File: config.mk
export PLATFORM = sky130hd
export DESIGN_NAME = dcr_core
export DESIGN_NICKNAME = d
export VERILOG_FILES = /design/src/pkg/dcr_pkg.sv /design/src/rtl/dcr_chan.sv /design/src/rtl/dcr_core.sv
export SDC_FILE = /design/constraint.sdc
export NUM_CORES = 1
export LEC_CHECK = 0
export BUFFER_PORTS_ARGS = -buffer_cell sky130_fd_sc_hd__buf_2
export CAP_MARGIN = 0
export CORE_ASPECT_RATIO = 1.2
export CORE_MARGIN = 2
export CORE_UTILIZATION = 60
export DETAILED_ROUTE_END_ITERATION = 10
export PLACE_DENSITY = 0.77
export SLEW_MARGIN = 15
export SYNTH_ARGS = -nofsm -noshare
export SYNTH_HDL_FRONTEND = slang
export SYNTH_HIERARCHICAL = 1
export SYNTH_SLANG_ARGS = --single-unit
File: constraint.sdc
create_clock -name clock -period 2.98 [get_ports clock]
set_clock_uncertainty 0.1 [all_clocks]
set_input_delay 0.447 -clock clock [delete_from_list [all_inputs] [get_ports clock]]
set_output_delay 0.447 -clock clock [all_outputs]
set_load 0.02 [all_outputs]
File: src/pkg/dcr_pkg.sv
// Package of the dual-channel repeater core: levels, modes and timing counts.
// Assumes a single 10 MHz core clock derived from the internal oscillator.
package dcr_pkg;

    ////////////////////////////////////////////////////////////////////////////
    // Pin levels: dominant is low on every digital pin
    localparam logic LVL_DOM = 1'b0;
    localparam logic LVL_REC = 1'b1;

    localparam int NUM_CH = 2;
    localparam int CNT_W  = 16;

    ////////////////////////////////////////////////////////////////////////////
    // Timing, as printed or chosen, and derived cycle counts
    localparam int CLK_PERIOD_NS = 100;
    localparam int SUPP_HOLD_NS  = 200;
    localparam int BLOCK_NS      = 50;
    localparam int TIMEOUT_US    = 1000;
    localparam int DEBOUNCE_US   = 10;

    // Least time rounded up to whole cycles, never below one
    function automatic int ceil_cyc(input int ns);
        int c;
        c = (ns + CLK_PERIOD_NS - 1) / CLK_PERIOD_NS;
        return (c < 1) ? 1 : c;
    endfunction

    localparam int SUPP_HOLD_CYC = ceil_cyc(SUPP_HOLD_NS);
    localparam int BLOCK_CYC     = ceil_cyc(BLOCK_NS);
    localparam int TIMEOUT_CYC   = ceil_cyc(TIMEOUT_US * 1000);
    localparam int DEBOUNCE_CYC  = ceil_cyc(DEBOUNCE_US * 1000);

    ////////////////////////////////////////////////////////////////////////////
    // Core operating mode
    typedef enum logic [1:0] {
        ST_POR   = 2'b00,
        ST_START = 2'b01,
        ST_RUN   = 2'b10
    } dcr_mode_t;

endpackage

File: src/rtl/dcr_chan.sv
// Per-channel timers: suppression hold, re-drive block, dominant time-out,
// short-to-battery debounce. Instantiated once per bus channel by dcr_core.
// Assumes req, ext_dom and drive_on are synchronous to clock.
`timescale 1ns/1ps
module dcr_chan #(
    parameter int TIMEOUT_CYC  = dcr_pkg::TIMEOUT_CYC,
    parameter int DEBOUNCE_CYC = dcr_pkg::DEBOUNCE_CYC
) (
    input  wire logic clock,
    input  wire logic rst,
    input  wire logic run,
    input  wire logic req,
    input  wire logic ext_dom,
    input  wire logic drive_on,
    input  wire logic short_det,
    output logic      hold_active,
    output logic      block_active,
    output logic      expired,
    output logic      bat_off
);

    localparam logic [dcr_pkg::CNT_W-1:0] HOLD_LD  = dcr_pkg::CNT_W'(dcr_pkg::SUPP_HOLD_CYC);
    localparam logic [dcr_pkg::CNT_W-1:0] BLOCK_LD = dcr_pkg::CNT_W'(dcr_pkg::BLOCK_CYC);
    localparam logic [dcr_pkg::CNT_W-1:0] TO_LIM   = dcr_pkg::CNT_W'(TIMEOUT_CYC);
    localparam logic [dcr_pkg::CNT_W-1:0] DEB_LIM  = dcr_pkg::CNT_W'(DEBOUNCE_CYC);
    localparam logic [dcr_pkg::CNT_W-1:0] ZERO     = '0;
    localparam logic [dcr_pkg::CNT_W-1:0] ONE      = dcr_pkg::CNT_W'(1);

    logic [dcr_pkg::CNT_W-1:0] hold_cnt_r,  hold_cnt_nxt;
    logic [dcr_pkg::CNT_W-1:0] block_cnt_r, block_cnt_nxt;
    logic [dcr_pkg::CNT_W-1:0] to_cnt_r,    to_cnt_nxt;
    logic [dcr_pkg::CNT_W-1:0] deb_cnt_r,   deb_cnt_nxt;
    logic                      ext_prev_r,  ext_prev_nxt;
    logic                      expired_r,   expired_nxt;
    logic                      bat_off_r,   bat_off_nxt;
    logic                      ext_fall;
    logic                      trig_n;

    ////////////////////////////////////////////////////////////////////////////
    always_comb
    begin
        // Time-out trigger is low while a dominant drive is requested
        trig_n   = ~req;
        ext_fall = ext_prev_r & ~ext_dom;
        ext_prev_nxt = ext_dom;

        // Suppression keeps going after the driver lets go
        hold_cnt_nxt = hold_cnt_r;
        if (drive_on)
            hold_cnt_nxt = HOLD_LD;
        else if (hold_cnt_r != ZERO)
            hold_cnt_nxt = hold_cnt_r - ONE;

        // Block re-drive right after an external dominant ends
        block_cnt_nxt = block_cnt_r;
        if (ext_fall)
            block_cnt_nxt = BLOCK_LD - ONE;
        else if (block_cnt_r != ZERO)
            block_cnt_nxt = block_cnt_r - ONE;

        // Trigger high resets the timer; low counts up to the limit
        to_cnt_nxt  = to_cnt_r;
        expired_nxt = expired_r;
        if (trig_n)
        begin
            to_cnt_nxt  = ZERO;
            expired_nxt = 1'b0;
        end
        else if (to_cnt_r < TO_LIM)
            to_cnt_nxt = to_cnt_r + ONE;
        else
            expired_nxt = 1'b1;

        // Debounced short to battery turns this driver off only
        deb_cnt_nxt = ZERO;
        bat_off_nxt = 1'b0;
        if (short_det)
        begin
            deb_cnt_nxt = (deb_cnt_r < DEB_LIM) ? deb_cnt_r + ONE : deb_cnt_r;
            bat_off_nxt = bat_off_r | (deb_cnt_r >= DEB_LIM);
        end

        if (!run)
        begin
            // Counters sit cleared while the core is not running
            hold_cnt_nxt  = ZERO;
            block_cnt_nxt = ZERO;
            to_cnt_nxt    = ZERO;
            deb_cnt_nxt   = ZERO;
            expired_nxt   = 1'b0;
            bat_off_nxt   = 1'b0;
            ext_prev_nxt  = 1'b0;
        end
    end

    always_ff @(posedge clock)
    begin
        if (rst)
        begin
            hold_cnt_r  <= '0;
            block_cnt_r <= '0;
            to_cnt_r    <= '0;
            deb_cnt_r   <= '0;
            ext_prev_r  <= 1'b0;
            expired_r   <= 1'b0;
            bat_off_r   <= 1'b0;
        end
        else
        begin
            hold_cnt_r  <= hold_cnt_nxt;
            block_cnt_r <= block_cnt_nxt;
            to_cnt_r    <= to_cnt_nxt;
            deb_cnt_r   <= deb_cnt_nxt;
            ext_prev_r  <= ext_prev_nxt;
            expired_r   <= expired_nxt;
            bat_off_r   <= bat_off_nxt;
        end
    end

    ////////////////////////////////////////////////////////////////////////////
    // The falling edge itself blocks at once, so no cycle slips through
    assign hold_active  = hold_cnt_r != ZERO;
    assign block_active = ext_fall | (block_cnt_r != ZERO);
    assign expired      = expired_r;
    assign bat_off      = bat_off_r;

endmodule

File: src/rtl/dcr_core.sv
// Repeat logic of a dual bus transceiver: host interface, expansion lines,
// two bus channels with feedback suppression, time-outs and driver shutdown.
// Assumes rst is the power-on reset and all inputs are synchronous to clock.
// Bus comparator inputs are low for dominant; driver outputs are high to drive.
`timescale 1ns/1ps

// Behaviour
// - Dominant on any bus or host transmit goes to both buses and outputs
// - A bus is dominant if any driver is active, recessive otherwise
// - A disabled channel's transmitter stays recessive regardless of inputs
// - A disabled channel's receiver reads recessive; enabled it follows comparator
// - Own-driver dominant seen by a channel's receiver is masked as recessive
// - Suppression starts with the drive request and holds after release
// - Both channels use identical, independent suppression paths of equal priority
// - Skewed release of two external dominants gives no spurious output pulse
// - Driving a channel is blocked briefly after its external dominant ends
// - Digital pins: dominant is low, recessive is high
// - Unconnected digital inputs read high: recessive or disabled
// - Host receive follows host and expansion transmit, regardless of disables
// - Expansion receive is low for host transmit or suppressed bus dominant
// - Low expansion transmit drives both buses and host receive low
// - During power-on reset counters clear, inputs ignored, clock keeps running
// - During power-on reset expansion receive floats, host receive high, buses recessive
// - Trigger low longer than the limit sets expired and forces recessive
// - Trigger rising edge resets the timer and clears expired
// - Over-temperature turns off transmitters only; everything else keeps going
// - Debounced short to battery turns off that channel's driver only
// - A faulty channel does not stop traffic with the healthy channel
module dcr_core #(
    parameter int TIMEOUT_CYC  = dcr_pkg::TIMEOUT_CYC,
    parameter int DEBOUNCE_CYC = dcr_pkg::DEBOUNCE_CYC
) (
    input  wire logic clock,
    input  wire logic rst,
    input  wire logic host_tx_in,
    input  wire logic exp_tx_in,
    input  wire logic channel1_disable,
    input  wire logic channel2_disable,
    input  wire logic bus1_rx_in,
    input  wire logic bus2_rx_in,
    input  wire logic over_temp,
    input  wire logic battery_short_detect1,
    input  wire logic battery_short_detect2,
    output logic      host_rx_out,
    output logic      exp_rx_out,
    output logic      exp_rx_oe,
    output logic      bus1_drive,
    output logic      bus2_drive,
    output logic      timeout_expired1,
    output logic      timeout_expired2
);

    ////////////////////////////////////////////////////////////////////////////
    // Mode: leave power-on reset through one start cycle so every counter is
    // clear before the first input is looked at

    dcr_pkg::dcr_mode_t mode_r, mode_nxt;
    logic               run;

    always_comb
    begin
        case (mode_r)
            dcr_pkg::ST_POR:   mode_nxt = dcr_pkg::ST_START;
            dcr_pkg::ST_START: mode_nxt = dcr_pkg::ST_RUN;
            dcr_pkg::ST_RUN:   mode_nxt = dcr_pkg::ST_RUN;
            default:           mode_nxt = dcr_pkg::ST_POR;
        endcase
    end

    always_ff @(posedge clock)
    begin
        if (rst)
            mode_r <= dcr_pkg::ST_POR;
        else
            mode_r <= mode_nxt;
    end

    assign run = (mode_r == dcr_pkg::ST_RUN);

    ////////////////////////////////////////////////////////////////////////////
    // Input decode: low is dominant; a floating pin is pulled high outside,
    // so it lands here as recessive or as disabled

    function automatic logic is_dom(input logic pin);
        return pin == dcr_pkg::LVL_DOM;
    endfunction

    function automatic logic to_pin(input logic dom);
        return dom ? dcr_pkg::LVL_DOM : dcr_pkg::LVL_REC;
    endfunction

    logic       host_dom;
    logic       exp_dom;
    logic [1:0] ch_dis;
    logic [1:0] rx_raw_dom;

    always_comb
    begin
        // Inputs are ignored until the core runs
        host_dom      = run & is_dom(host_tx_in);
        exp_dom       = run & is_dom(exp_tx_in);
        ch_dis[0]     = ~run | (channel1_disable != 1'b0);
        ch_dis[1]     = ~run | (channel2_disable != 1'b0);
        rx_raw_dom[0] = run & is_dom(bus1_rx_in);
        rx_raw_dom[1] = run & is_dom(bus2_rx_in);
    end

    ////////////////////////////////////////////////////////////////////////////
    // Channel state and per-channel timers

    logic [1:0] drive_r,   drive_nxt;
    logic [1:0] seen_r,    seen_nxt;
    logic [1:0] rx_dom;
    logic [1:0] req;
    logic [1:0] supp;
    logic [1:0] hold_active;
    logic [1:0] block_active;
    logic [1:0] expired;
    logic [1:0] bat_off;
    logic [1:0] short_det;

    assign short_det = {battery_short_detect2, battery_short_detect1};

    // One identical instance per channel keeps both buses at equal priority
    for (genvar ch = 0; ch < dcr_pkg::NUM_CH; ch++)
    begin : g_chan
        dcr_chan #(
            .TIMEOUT_CYC  (TIMEOUT_CYC),
            .DEBOUNCE_CYC (DEBOUNCE_CYC)
        ) u_chan (
            .clock        (clock),
            .rst          (rst),
            .run          (run),
            .req          (req[ch]),
            .ext_dom      (seen_r[ch]),
            .drive_on     (drive_r[ch]),
            .short_det    (short_det[ch] & run),
            .hold_active  (hold_active[ch]),
            .block_active (block_active[ch]),
            .expired      (expired[ch]),
            .bat_off      (bat_off[ch])
        );
    end

    ////////////////////////////////////////////////////////////////////////////
    // Repeat logic. The cross path uses the registered suppressed receive of
    // the other channel; this breaks the loop through the two suppressors
    // at the cost of one clock of repeat latency.

    always_comb
    begin
        for (int ch = 0; ch < dcr_pkg::NUM_CH; ch++)
        begin
            // Disabled receiver reads recessive, enabled is the comparator
            rx_dom[ch] = rx_raw_dom[ch] & ~ch_dis[ch];

            // Request from host, expansion or the other bus. A bus that is
            // itself a source is not driven from the other, so two external
            // dominants never mask each other and the outputs cannot ring
            req[ch] = host_dom | exp_dom
                    | (seen_r[1 - ch] & ~seen_r[ch]);

            // Suppression is live from the request, through the drive, into
            // the hold; the request term makes it start before the bus moves
            supp[ch] = req[ch] | drive_r[ch] | hold_active[ch];

            seen_nxt[ch] = rx_dom[ch] & ~supp[ch];

            // Each shutdown but over_temp touches only this channel's driver
            drive_nxt[ch] = req[ch]
                          & ~block_active[ch]
                          & ~ch_dis[ch]
                          & ~expired[ch]
                          & ~over_temp
                          & ~bat_off[ch];
        end
    end

    always_ff @(posedge clock)
    begin
        if (rst)
        begin
            drive_r <= '0;
            seen_r  <= '0;
        end
        else
        begin
            drive_r <= drive_nxt;
            seen_r  <= seen_nxt;
        end
    end

    ////////////////////////////////////////////////////////////////////////////
    // Interface outputs. The receive side never looks at over_temp, the
    // time-outs or the shutdowns, so reception continues under all faults.
    // After both external dominants end, the released channel is still
    // masked by its hold, so the outputs fall back in one clean step.

    logic host_rx_r,  host_rx_nxt;
    logic exp_rx_r,   exp_rx_nxt;
    logic exp_oe_r,   exp_oe_nxt;
    logic [1:0] exp_r, exp_nxt;

    always_comb
    begin
        // Host and expansion transmit reach host receive past both disables
        host_rx_nxt = to_pin(host_dom | exp_dom | (|seen_nxt));

        // Expansion receive excludes expansion transmit to avoid latching
        // two chained devices dominant through each other
        exp_rx_nxt  = to_pin(host_dom | (|seen_nxt));
        exp_oe_nxt  = run;
        exp_nxt     = expired;

        if (!run)
        begin
            host_rx_nxt = dcr_pkg::LVL_REC;
            exp_rx_nxt  = dcr_pkg::LVL_REC;
        end
    end

    always_ff @(posedge clock)
    begin
        if (rst)
        begin
            host_rx_r <= dcr_pkg::LVL_REC;
            exp_rx_r  <= dcr_pkg::LVL_REC;
            exp_oe_r  <= 1'b0;
            exp_r     <= '0;
        end
        else
        begin
            host_rx_r <= host_rx_nxt;
            exp_rx_r  <= exp_rx_nxt;
            exp_oe_r  <= exp_oe_nxt;
            exp_r     <= exp_nxt;
        end
    end

    ////////////////////////////////////////////////////////////////////////////
    // Every output comes straight from a flip-flop

    assign host_rx_out      = host_rx_r;
    assign exp_rx_out       = exp_rx_r;
    assign exp_rx_oe        = exp_oe_r;
    assign bus1_drive       = drive_r[0];
    assign bus2_drive       = drive_r[1];
    assign timeout_expired1 = exp_r[0];
    assign timeout_expired2 = exp_r[1];

endmodule

Word-level counts from Yosys, hierarchy flattened
Index checks and enable logic that the tools add are counted.
{ "op_classes": {"n_addsub": 8, "order_cmp": 6, "eq_ne": 2, "muxes": 7, "bitwise_logic": 61, "reduce_logical": 18} }
{ "op_table": {"columns": ["cell", "n"], "rows": [
  ["adder 16 x 1 -> 16 bit (second input constant)", 4],
  ["nonzero test 16 bit", 4],
  ["subtractor 16 x 1 -> 16 bit (second input constant)", 4],
  [">= comparator 16 x 7 -> 1 bit (second input constant)", 2],
  ["less-than comparator 16 x 14 -> 1 bit (second input constant)", 2],
  ["less-than comparator 16 x 7 -> 1 bit (second input constant)", 2],
  ["AND 1 bit", 24],
  ["OR reduction 3 bit", 8],
  ["inverter 1 bit", 22],
  ["bitwise OR 1 bit", 15],
  ["2-to-1 mux 2 bit", 4],
  ["OR reduction 2 bit", 3],
  ["one-hot mux 2 bit (2 select lines)", 1],
  ["nonzero test 2 bit", 2],
  ["equality test 2 x 1 -> 1 bit (second input constant)", 1],
  ["equality test 2 bit (second input constant)", 1],
  ["logical NOT 2 bit", 1],
  ["2-to-1 mux 1 bit", 2]
]} }
{ "totals": {"register_bits": 145, "input_bits": 11, "word_cells": 125} }

Longest topological paths before layout
{ "logic_depth": {"depth_word": 11, "ltp_mapped": 8, "mapped_depth_nobuf": 8} }

By module
Netlist, hierarchy kept.
{ "modules_own_cells": {"columns": ["mod", "instances", "cells_per_inst", "area_each_um2"], "rows": [
  ["dcr_chan at g_chan[0].u_chan", 1, 366, 3114.2],
  ["dcr_chan at g_chan[1].u_chan", 1, 362, 3110.5],
  ["dcr_core", 1, 41, 437.9]
]} }

Least setup slack after synthesis
Ideal clock, no wire load.
{ "synth_path": {"kind": "reg2reg", "from": "register g_chan[1].u_chan/hold_cnt_r[0] in the netlist's numbering", "to": "register exp_rx_r (netlist: exp_rx_out)", "setup_time_ns": 0.130, "arrival_ns": 1.920, "path_slack_ns": 0.830, "stages_incl_launch_ff": 8, "n_path_buf": 0, "synth_period_minus_slack_ns": 2.150, "path_cell_list": "dfxtp_1 inv_1 ha_1 nor4b_1 nand4_1 or4_4 a2111oi_4 nor3_1"} }
{ "synth_via": {"elab_chain_len": 7} }
{ "synth_lines": {"columns": ["item", "line_no", "text"], "rows": [
  ["start, declared", "dcr_chan.sv:29", "logic [dcr_pkg::CNT_W-1:0] hold_cnt_r, hold_cnt_nxt;"],
  ["start signal, assigned", "dcr_chan.sv:110", "hold_cnt_r <= hold_cnt_nxt;"],
  ["nonzero test 16 bit", "dcr_chan.sv:122", "assign hold_active = hold_cnt_r != ZERO;"],
  ["net hold_active[1]", "dcr_core.sv:116", "logic [1:0] hold_active;"],
  ["bitwise OR 1 bit", "dcr_core.sv:165", "supp[ch] = req[ch] | drive_r[ch] | hold_active[ch];"],
  ["inverter 1 bit", "dcr_core.sv:167", "seen_nxt[ch] = rx_dom[ch] & ~supp[ch];"],
  ["AND 1 bit", "dcr_core.sv:167", null],
  ["OR reduction 2 bit", "dcr_core.sv:211", "exp_rx_nxt = to_pin(host_dom | (|seen_nxt));"],
  ["bitwise OR 1 bit", "dcr_core.sv:211", null],
  ["2-to-1 mux 1 bit", "dcr_core.sv:89", "return dom ? dcr_pkg::LVL_DOM : dcr_pkg::LVL_REC;"],
  ["end signal, assigned", "dcr_core.sv:227", "exp_rx_r <= dcr_pkg::LVL_REC;"],
  ["end signal, assigned", "dcr_core.sv:234", "exp_rx_r <= exp_rx_nxt;"],
  ["end, declared", "dcr_core.sv:200", "logic exp_rx_r, exp_rx_nxt;"]
]} }
The timed path passes the listed nets, and every way through them passes these cells.
A chain may end at the register's enable or synchronous reset.

Worst setup path in the final report
Ends and elaborated chain as after synthesis.

==> impl_metrics.yaml <==
logic_synthesis:
  ys.flop_type: "dfxtp_1"
  synth_cells: 769
  yosysUniqueCellTypes: 52
  synth_seq_cells: 145
  yosysWarnings: 6
  synth_nets: 792
  syn_area_per_cell_sq_um: 8.664
  ys_seq_area_frac: 0.4357
  synth-edff-count: 0
  synthArstFlopShare: 0
  syn_area_sq_um: 6663
sta:
  slew_headroom: 0.3116
  hold_viol_final: 0
  fmax_mhz: 411.1
  setup_viol: 0
  layout_min_cycle_time_ps: 2433
  rsz0062_at_grt: "no"
  worst_slew_pin_slew_ps: 1028
  post-route-period-util: 0.8163
  maxSlewViolCount: 0
  finalSetupTns_ps: 0
global_route:
  grt_pass1_vias: 5320
  grt_pass1_wl_microns: 23130
  grt_max_degree: 17
  grt_overflow_total: 0
  grt_usage: 0.2346
  antenna_found_initial: 0
power_and_ir_drop:
  p_per_area_nw_per_um2: 547.8
  cellLeakagePower_nw: 2.664
  ir_worst_vdd_mv: 0.4015
floorplan:
  coreArea_sq_um: 10930
  die_h_microns: 119.4
  initial_core_util: 0.6095
  dieWidth_microns: 100.2
  rows: 42
  ios: 18
  die_area_sq_um: 11970
detailed_routing:
  initialDrtViolationCount: 360
  postRouteAntennaNets: 0
  viasPerCell: 6.143
  wl_per_cell_microns: 14.34
  via_count: 5707
  firstDrtPassIters: 5
  totalWireLength_microns: 13320
  drcViolationCount: 0
worst_setup_path:
  slowest_delay_ps: 490
  start_kind: "flop"
  arrival_ps: 2630
  slowest_stage: "or4_4"
  crit_chain: "inv_1, ha_1, nor4b_1, nand4_1, or4_4, a2111oi_4, nor3_1"
  crit_fanout: 4
  timing_worst_setup_path_type: "reg2reg"
  reg2reg_depth: 7
  cp.required_ps: 3170
  end_kind: "flop"
job:
  cap_violations: 0
finish:
  final_cell_mix: "dfxtp_1, a21oi_1, nor2_1"
  layout_commonest_cell: "dfxtp_1"
  register_area_sq_um: 2903
  antenna_cells: 0
  finalNetCount: 807
  area_growth_pct: 11.10
  drive_gt1_frac: 0.09159
  multiInputGateArea_sq_um: 3541
  num-fill-cells: 853
  instances_no_fill: 929
min_path:
  min_path_cells: 2
  min_path_type: "in2reg"
clock_tree:
  post_cts_resized: 0
  holdBufCountCts: 0
  tritoncts: "done"
  cts_sinks: 145
  postCtsSetupBuffers: 0
  cts-buffers-inserted: 17
  clockBufferDepth: 2
  clk_pin_slew_worst_paths_ps: 60
  h-tree-depth: 4
  root_buffer: "clkbuf_16"
  clk-insertion-delay-late_ps: 420
outcome:
  status: "complete, no violations"
placement:
  gp_congestion: 0.8693
  dp.cells: 897
  dpl.hpwl_microns: 9432
  numPortBuffers: 17
report_power, final:
group	total (W)	internal, W	leakage (nW)	switching (W)
registers	0.00196	0.00195	1.17	0.00000786
clock network	0.00197	0.00117	0.255	0.000800
logic	0.000128	0.0000427	1.24	0.0000851
total	0.00406	0.00316	2.66	0.000892
final timing paths:
kind / start / to / slack, ps
worst min register to register: g_chan[0].u_chan/deb_cnt_r[10] / g_chan[0].u_chan/deb_cnt_r[10] / 360
worst max-delay path: g_chan[1].u_chan/hold_cnt_r[0] / exp_rx_out / 550
worst max register to register: g_chan[1].u_chan/hold_cnt_r[0] / exp_rx_out / 550
worst min-delay path: rst / exp_r[0] / 230
Yosys cell counts (all sizes together) (3+ instances only):
master | count | area, sq um
and3 | 3 | 18.77
xnor2 | 11 | 96.34
o31ai | 18 | 135.1
nand4 | 16 | 100.1
nand2b | 6 | 37.54
inv | 32 | 120.1
nand4b | 4 | 35.03
nor3b | 4 | 30.03
or3 | 45 | 281.5
mux2i | 9 | 90.09
o211ai | 8 | 60.06
nor2 | 61 | 229.0
o21ai | 36 | 180.2
clkbuf | 21 | 78.83
nor2b | 12 | 75.07
nand3b | 10 | 75.07
nor4 | 28 | 219.0
a21o | 3 | 22.52
o21a | 3 | 22.52
dfxtp | 145 | 2903
nand2 | 41 | 153.9
ha | 12 | 150.1
a31oi | 4 | 25.02
and4 | 6 | 52.55
o311ai | 4 | 35.04
xor2 | 7 | 61.31
or2 | 12 | 75.08
a21oi | 63 | 315.3
or4 | 30 | 229.0
o41ai | 10 | 87.58
nand3 | 24 | 120.1
nor3 | 27 | 135.1
nor4b | 4 | 35.03
and2 | 29 | 181.4
buf | 4 | 20.02
cells by family (layout without fill, tap and decap cells):
kind of cell,Yosys count,count (layout),synth area share
AOI/OAI and AO/OA,160,160,0.1500
xor gates and xnor gates,18,18,0.02366
adders and majority gates,12,12,0.02253
buffers and inverters,57,85,0.03287
DFF,145,145,0.4357
muxes,11,11,0.01690
and+or+nand+nor,366,366,0.3183
stage by stage:
| stage | setup WS (ps) | power (W) | hold slack [ps] | instance area [sq um] | utilization |
|---|---|---|---|---|---|
| 6_report | 547.4 | 0.004055 | 229.8 | 7402 | 0.6772 |
| 5_1_grt | 265.2 | 0.004201 | 234.8 | 7402 | 0.6772 |
| 4_1_cts | 559.9 | 0.004091 | 218.1 | 7402 | 0.6772 |
| 3_5_place_dp | 574.5 | 0.002127 | 348.0 | 6844 | 0.6261 |
| 3_3_place_gp | 685.8 | 0.002121 | 343.2 | 6844 | 0.6261 |
| 2_1_floorplan | 829.8 | 0.002091 | 330.2 | 6663 | - |
routing by layer:
metal / routed length [microns] / GRT usage
met5: 0 / 0
met1: 5971 / 0.2890
met2: 6441 / 0.3826
met4: 221 / 0.09932
met3: 688 / 0.06514
critical path: cells and delay by family (launching register included):
| family | cells | cell delay, ps |
|---|---|---|
| fa+ha+maj | 1 | 210 |
| buf+inv | 1 | 90 |
| simple gates | 4 | 1330 |
| flops | 1 | 320 |
| compound gates | 1 | 260 |
layout make-up:
class	count	area share
tap	132	0.02231
inverter	32	0.01623
clock buffer	20	0.06034
clock inverter	12	0.01504
timing repair buffer	21	0.01555
sequential	145	0.3922
multi-input combinational	567	0.4784
flip-flops by register name (all words and copies together) (netlist names), 32 cells and up:
name                       count
g_chan.u_chan/block_cnt_r     32
g_chan.u_chan/deb_cnt_r       32
g_chan.u_chan/hold_cnt_r      32
g_chan.u_chan/to_cnt_r        32
No activity file was read; power rests on OpenSTA's default activity.
